**src/logic/core_timer_pkg.sv**
```systemverilog
package core_timer_pkg;
    // register word offsets (byte addresses)
    localparam logic [3:0]  OFS_CONTROL    = 4'h0;
    localparam logic [3:0]  OFS_COUNT      = 4'h4;
    localparam logic [3:0]  OFS_STATUS     = 4'h8;
    // control field positions
    localparam int          POS_INSEL      = 0;
    localparam int          POS_MODE       = 3;
    localparam int          POS_GATE_POL   = 3;
    localparam int          POS_RUN        = 6;
    localparam int          POS_SW_DIR     = 7;
    localparam int          POS_EXT_DIR_EN = 8;
    localparam int          POS_OUT_EN     = 9;
    localparam int          POS_TOGGLE     = 10;
    localparam logic [15:0] CONTROL_RESET  = 16'h0000;
    localparam logic [15:0] COUNT_RESET    = 16'h0000;
    localparam logic [15:0] CONTROL_MASK   = 16'h07FF;
    // modes
    localparam logic [2:0]  MODE_TIMER     = 3'h0;
    localparam logic [2:0]  MODE_COUNTER   = 3'h1;
    localparam logic [2:0]  MODE_GATE_LOW  = 3'h2;
    localparam logic [2:0]  MODE_GATE_HIGH = 3'h3;
    // counter edge selection
    localparam logic [2:0]  EDGE_NONE      = 3'h0;
    localparam logic [2:0]  EDGE_RISE      = 3'h1;
    localparam logic [2:0]  EDGE_FALL      = 3'h2;
    localparam logic [2:0]  EDGE_ANY       = 3'h3;
    // prescaler base division 8, max 1024
    localparam int          PRESCALE_BASE_LOG2 = 3;
    localparam int          PRESCALE_WIDTH     = 10;
    localparam logic [31:0] UNMAPPED_READ  = 32'h00000000;
endpackage

```
**src/logic/core_timer_up_down.sv**
```systemverilog
// The placing of the registers and the Avalon-MM register port are this design's own decisions.
`timescale 1ns/1ps
module core_timer_up_down (
    input  wire logic        core_clk,
    input  wire logic        resetn,
    input  wire logic [3:0]  avs_address,
    input  wire logic        avs_read,
    input  wire logic        avs_write,
    input  wire logic [31:0] avs_writedata,
    input  wire logic [3:0]  avs_byteenable,
    output logic      [31:0] avs_readdata,
    output logic             avs_waitrequest,
    input  wire logic        gate_count_pin,
    input  wire logic        direction_pin,
    input  wire logic        port3_bit3,
    output logic             toggle_output_pin,
    output logic             toggle_latch,
    output logic             overflow_event
);

    typedef struct packed {
        logic [2:0]  gate_sync;
        logic [2:0]  dir_sync;
        logic        gate_level;
        logic        dir_level;
        logic [9:0]  prescale;
        logic [15:0] control;
        logic [15:0] count;
        logic        ack;
        logic [31:0] rdata;
        logic        pin_out;
        logic        latch_out;
        logic        flip;
    } state_t;

    state_t state_ff;
    state_t nxt_state;
    logic [1:0] rst_sync_ff;
    logic [1:0] nxt_rst_sync;

    logic rst_n;
    assign rst_n = rst_sync_ff[1];

    // tick when the low 3+sel prescaler bits are all ones
    function automatic logic tick_of(input logic [9:0] pre, input logic [2:0] sel);
        logic [10:0] mask;
        mask = 11'((11'h001 << (core_timer_pkg::PRESCALE_BASE_LOG2 + int'(sel))) - 11'h001);
        tick_of = ((pre & mask[9:0]) == mask[9:0]);
    endfunction

    // byte lane merge of a 16-bit register
    function automatic logic [15:0] merge(input logic [15:0] old, input logic [31:0] wd,
                                          input logic [3:0] be);
        merge = {be[1] ? wd[15:8] : old[15:8], be[0] ? wd[7:0] : old[7:0]};
    endfunction

    logic [2:0] insel;
    logic [2:0] mode;
    logic       run;
    logic       down;
    logic       gate_ok;
    logic       edge_hit;
    logic       rise;
    logic       fall;
    logic       step;
    logic       wrap;
    logic       bus_req;
    logic       wr_ctl;
    logic       wr_cnt;

    always_comb begin
        nxt_state = state_ff;
        insel = state_ff.control[core_timer_pkg::POS_INSEL +: 3];
        mode  = state_ff.control[core_timer_pkg::POS_MODE +: 3];
        run   = state_ff.control[core_timer_pkg::POS_RUN];

        // three stage pin synchronisers, level changes once stages 2 and 3 agree
        nxt_state.gate_sync = {state_ff.gate_sync[1:0], gate_count_pin};
        nxt_state.dir_sync  = {state_ff.dir_sync[1:0], direction_pin};
        if (state_ff.gate_sync[2] == state_ff.gate_sync[1]) begin
            nxt_state.gate_level = state_ff.gate_sync[2];
        end
        if (state_ff.dir_sync[2] == state_ff.dir_sync[1]) begin
            nxt_state.dir_level = state_ff.dir_sync[2];
        end
        rise = nxt_state.gate_level & ~state_ff.gate_level;
        fall = ~nxt_state.gate_level & state_ff.gate_level;

        // direction: evaluated every cycle, independent of run
        if (state_ff.control[core_timer_pkg::POS_EXT_DIR_EN]) begin
            down = state_ff.dir_level ^ state_ff.control[core_timer_pkg::POS_SW_DIR];
        end else begin
            down = state_ff.control[core_timer_pkg::POS_SW_DIR];
        end

        // gate level; its changes only qualify counting, no event out
        gate_ok = state_ff.gate_level == mode[0];

        unique case (insel)
            core_timer_pkg::EDGE_RISE: edge_hit = rise;
            core_timer_pkg::EDGE_FALL: edge_hit = fall;
            core_timer_pkg::EDGE_ANY:  edge_hit = rise | fall;
            default:                   edge_hit = 1'b0;
        endcase

        nxt_state.prescale = 10'(state_ff.prescale + 10'h001);
        unique case (mode)
            core_timer_pkg::MODE_TIMER:
                step = run & tick_of(state_ff.prescale, insel);
            core_timer_pkg::MODE_COUNTER:
                step = run & edge_hit;
            core_timer_pkg::MODE_GATE_LOW, core_timer_pkg::MODE_GATE_HIGH:
                step = run & gate_ok & tick_of(state_ff.prescale, insel);
            default:
                step = 1'b0;
        endcase

        wrap = step & (down ? (state_ff.count == 16'h0000)
                            : (state_ff.count == 16'hFFFF));
        if (step) begin
            nxt_state.count = down ? 16'(state_ff.count - 16'h0001)
                                   : 16'(state_ff.count + 16'h0001);
        end
        nxt_state.flip = wrap;
        if (wrap) begin
            nxt_state.control[core_timer_pkg::POS_TOGGLE] =
                ~state_ff.control[core_timer_pkg::POS_TOGGLE];
        end

        // avalon slave: one wait cycle, answer on the second
        bus_req = (avs_read | avs_write) & ~state_ff.ack;
        wr_ctl  = bus_req & avs_write & (avs_address == core_timer_pkg::OFS_CONTROL);
        wr_cnt  = bus_req & avs_write & (avs_address == core_timer_pkg::OFS_COUNT);
        nxt_state.ack = bus_req;
        if (wr_ctl) begin
            nxt_state.control = merge(state_ff.control, avs_writedata, avs_byteenable)
                                & core_timer_pkg::CONTROL_MASK;
        end
        if (wr_cnt) begin
            nxt_state.count = merge(state_ff.count, avs_writedata, avs_byteenable);
        end
        unique case (avs_address)
            core_timer_pkg::OFS_CONTROL: nxt_state.rdata = {16'h0000, state_ff.control};
            core_timer_pkg::OFS_COUNT:   nxt_state.rdata = {16'h0000, state_ff.count};
            core_timer_pkg::OFS_STATUS:  nxt_state.rdata = {28'h0000000, state_ff.gate_level,
                                                            state_ff.dir_level, down, step};
            default:                     nxt_state.rdata = core_timer_pkg::UNMAPPED_READ;
        endcase

        // pin mux and internal latch feed use the updated latch
        nxt_state.latch_out = nxt_state.control[core_timer_pkg::POS_TOGGLE];
        nxt_state.pin_out = nxt_state.control[core_timer_pkg::POS_OUT_EN]
                          ? nxt_state.control[core_timer_pkg::POS_TOGGLE] : port3_bit3;
        nxt_rst_sync = {rst_sync_ff[0], 1'b1};
    end

    always_ff @(posedge core_clk or negedge resetn) begin
        if (!resetn) begin
            rst_sync_ff <= 2'h0;
        end else begin
            rst_sync_ff <= nxt_rst_sync;
        end
    end

    always_ff @(posedge core_clk or negedge rst_n) begin
        if (!rst_n) begin
            state_ff         <= '0;
            state_ff.control <= core_timer_pkg::CONTROL_RESET;
            state_ff.count   <= core_timer_pkg::COUNT_RESET;
        end else begin
            state_ff <= nxt_state;
        end
    end

    assign avs_readdata      = state_ff.rdata;
    assign avs_waitrequest   = ~state_ff.ack;
    assign toggle_output_pin = state_ff.pin_out;
    assign toggle_latch      = state_ff.latch_out;
    assign overflow_event    = state_ff.flip;

endmodule // core_timer_up_down

```
**config.mk**
```make
export PLATFORM = sky130hd
export DESIGN_NAME = core_timer_up_down
export DESIGN_NICKNAME = d
export VERILOG_FILES = /design/src/logic/core_timer_pkg.sv /design/src/logic/core_timer_up_down.sv
export SDC_FILE = /design/constraint.sdc
export NUM_CORES = 1
export LEC_CHECK = 0
export BUFFER_PORTS_ARGS = -buffer_cell sky130_fd_sc_hd__buf_4
export CELL_PAD_IN_SITES_DETAIL_PLACEMENT = 2
export CELL_PAD_IN_SITES_GLOBAL_PLACEMENT = 2
export CORE_ASPECT_RATIO = 1.2
export CORE_MARGIN = 2
export CORE_UTILIZATION = 34
export CTS_CLUSTER_DIAMETER = 120
export DETAILED_ROUTE_END_ITERATION = 6
export PLACE_DENSITY_LB_ADDON = 0.1
export REMOVE_ABC_BUFFERS = 1
export SLEW_MARGIN = 20
export SYNTH_ARGS = -nofsm -noshare
export SYNTH_HDL_FRONTEND = slang
export SYNTH_SLANG_ARGS = --single-unit
export TNS_END_PERCENT = 30
```
**constraint.sdc**
```tcl
create_clock -name core_clk -period 2.2 [get_ports core_clk]
set_input_delay 0.11 -clock core_clk [delete_from_list [all_inputs] [get_ports core_clk]]
set_output_delay 0.11 -clock core_clk [all_outputs]
set_load 0.01 [all_outputs]
```
==> metrics <==
status=complete, but fails checks; failing checks=setup timing; Setup Viol. Count Final=19; Yosys reg bits=66; Die H=around 120 microns; VDD IR max=between 0.5 and 0.6 mV; Core Util, Final=0.499; Synth area leaders=dfrtp_1 42%, buf_4 6.2%, ha_1 5.8%; DRT iter0 DRCs=roughly 110; Worst R2R Start=state_ff[60]; CP required=2.40 ns; Clock Path Buffers=2; Worst-path clk slew=0.06 ns; placed instance count=649; R2R setup slack=-0.72 ns; synthesized area=~4000 sq um; clk_skew=roughly 0.0075 ns; setup TNS=-7.07 ns; worst slack, placed=-0.963 ns; fin crit period=approximately 3 ns; routed vias/inst=between 5 and 6; r2r endpoint=state_ff[51]; Synth cell types=60; asr flop ratio synth=1.00; HPWL after DPL=approximately 10 mm; RSZ-0062 raised after global routing=yes; Setup Crit Path Kind=register to register; LEAKAGE=around 2.7 nW; Worst Setup SP=state_ff[60]; first-pass GRT wire length=about 22 mm; initial core utilization=0.350; Max-slew headroom=0.670; gr ovfl total=0; Placer Congestion=between 0.8 and 0.9; largest area contributor in the netlist=dfrtp_1; # fillers=roughly 1200; Post-route DRC=0; cell count after synthesis=388; Die Area=12300 sq um; Root Buffer Master=clkbuf_16; hold depth=2; Multi-input gate area=~2200 sq um; Synth Area per Inst=between 10 and 15 sq um; antenna violations before repair=0; final worst slack=-0.722 ns; Non-Filler Instances=686; fin. max-slew vios=0; Synth top cells by count=66 x dfrtp_1, 32 x buf_4, 30 x nand2_1; Critical Path Sink=state_ff[51]; post-synth top area share=0.425; vias in the first global route=roughly 4000; Slew @ Worst Pin=roughly 0.5 ns; Total GRT Usage=0.245; chip width=~100 microns; # nets final=about 590; largest net degree at the start of global routing=23; average wire per standard cell=approximately 21 microns; layout overhead on the synthesized area=42.4%; Via Count=3476; Port Buffers=48; hold crit path type=input port to register; count leader, synth=dfrtp_1; Worst Path Arrival=between 3 and 4 ns; # Max-Cap Violations=0; Max Fclk=roughly 0.34 GHz; number of synthesized flops with an enable pin=0; Top Ports=between 80 and 90; core area=around 11000 sq um; first-pass detailed-route iteration total=4; # diodes=0; ratio of cells with drive above 1 in the final layout=0.385; total CTS buffers=9; Antenna Violating Nets Remaining=0; Pwr per Cell Area=~1200 nW/um^2; Startpoint Class=register; Clk Latency, worst-skew pair=0.33 ns; Row Count=42; Reg area=about 1700 sq um; DRT Wirelength=approximately 15 mm; H-tree depth=3; clock sinks=66; Seq/Total Area, Yosys=0.425; Final period util=1.33; Min Hold Slack=0.0347 ns; Yosys Warn Count=0; Reg2Reg Depth=11; Primary FF master, synth=dfrtp_1; CTS tree=done; Final Hold Violating Endpoints=0; crit-path max FO=8; CP Capture Type=register
cells in the final DEF, fill, tap and decap left out, types with 9 or more instances in the layout:
master and n:
conb_1 19, xnor2_1 10, mux2_2 9, o21ai_0 9, nand2_1 29, xor2_1 10, buf_4 141, clkbuf_16 9
inv_1 14, a21oi_1 13, nor2_1 21, ha_1 13, dfrtp_1 65
sequential cells by signal, summed over array words and instances, names as in the netlist:
signal,cells
state_ff,35
avs_readdata,16
nxt_state,4
insel,3
mode,3
rst_sync_ff,2
overflow_event,1
run,1
toggle_output_pin,1
stage by stage:
stage                     cell area, sq um  total power [W]
final                                 5530          0.00637
after global routing                  5530          0.00675
after CTS                             5490          0.00618
after detailed placement              4850          0.00430
after global placement                4850          0.00415
after floorplan                       3680          0.00299
per-layer routing:
layer | vias up | track usage | wire length, microns
met5 | - | 0 | 0
met4 | 0 | 0.0811 | 276
met3 | 18 | 0.0369 | 305
met2 | 54 | 0.464 | 8080
met1 | 1798 | 0.273 | 5870
li1 | 1606 | - | -
power by group:
| part | total [W] | internal (W) | switching, W | leakage (nW) |
|---|---|---|---|---|
| clock network | 0.00139 | 0.000875 | 0.000518 | 0.138 |
| logic | 0.00333 | 0.00169 | 0.00164 | 1.69 |
| registers | 0.00164 | 0.00141 | 0.000238 | 0.833 |
what timing repair did:
| action | CTS | global route |
|---|---|---|
| pin swaps | 21 | 12 |
| hold buffers | 8 | 0 |
| setup buffers | 12 | 2 |
| resized for setup | 41 | 9 |
| endpoints found under the setup margin | 20 | 20 |
| hold endpoints to repair | 7 | 0 |
worst min path at each step:
| stage | end | slack [ns] | startpoint |
|---|---|---|---|
| after global placement | rst_sync_ff[0] | -0.11 | resetn |
| final | avs_readdata[0] | 0.03 | avs_address[2] |
| after CTS | avs_readdata[0] | 0.02 | avs_address[2] |
| after detailed placement | rst_sync_ff[0] | -0.10 | resetn |
| after global routing | insel[0] | 0.03 | avs_writedata[0] |
| after floorplan | rst_sync_ff[0] | -0.19 | resetn |
logic make-up (layout without fill, tap and decap cells):
family | Yosys count | in the layout | share of synthesized area
simple gates | 116 | 116 | 0.157
compound gates | 84 | 84 | 0.152
flops | 66 | 66 | 0.425
buf+inv | 56 | 183 | 0.0860
mux | 23 | 23 | 0.0650
xor+xnor | 21 | 21 | 0.0473
fa+ha+maj | 20 | 20 | 0.0657
other cells | 2 | 19 | 0.00193
layout make-up:
| class | instances | area share |
|---|---|---|
| Multi-Input combinational cell | 283 | 0.394 |
| Tap cell | 154 | 0.0348 |
| Sequential cell | 66 | 0.299 |
| Clock buffer | 13 | 0.0434 |
| Clock inverter | 3 | 0.00723 |
| Timing Repair Buffer | 151 | 0.210 |
| Inverter | 16 | 0.0118 |
worst max-delay path: stages, from the launching register on:
cell and delay [ns]:
dfrtp_1 0.40, nand2_2 0.12, xor2_4 0.21, inv_6 0.10, ha_1 0.33, o21a_1 0.15
o21ai_2 0.07, or3b_4 0.43, o31ai_4 0.21, o221ai_2 0.14, mux2_4 0.30, a221o_1 0.33
(Power assumes the default switching activity.)
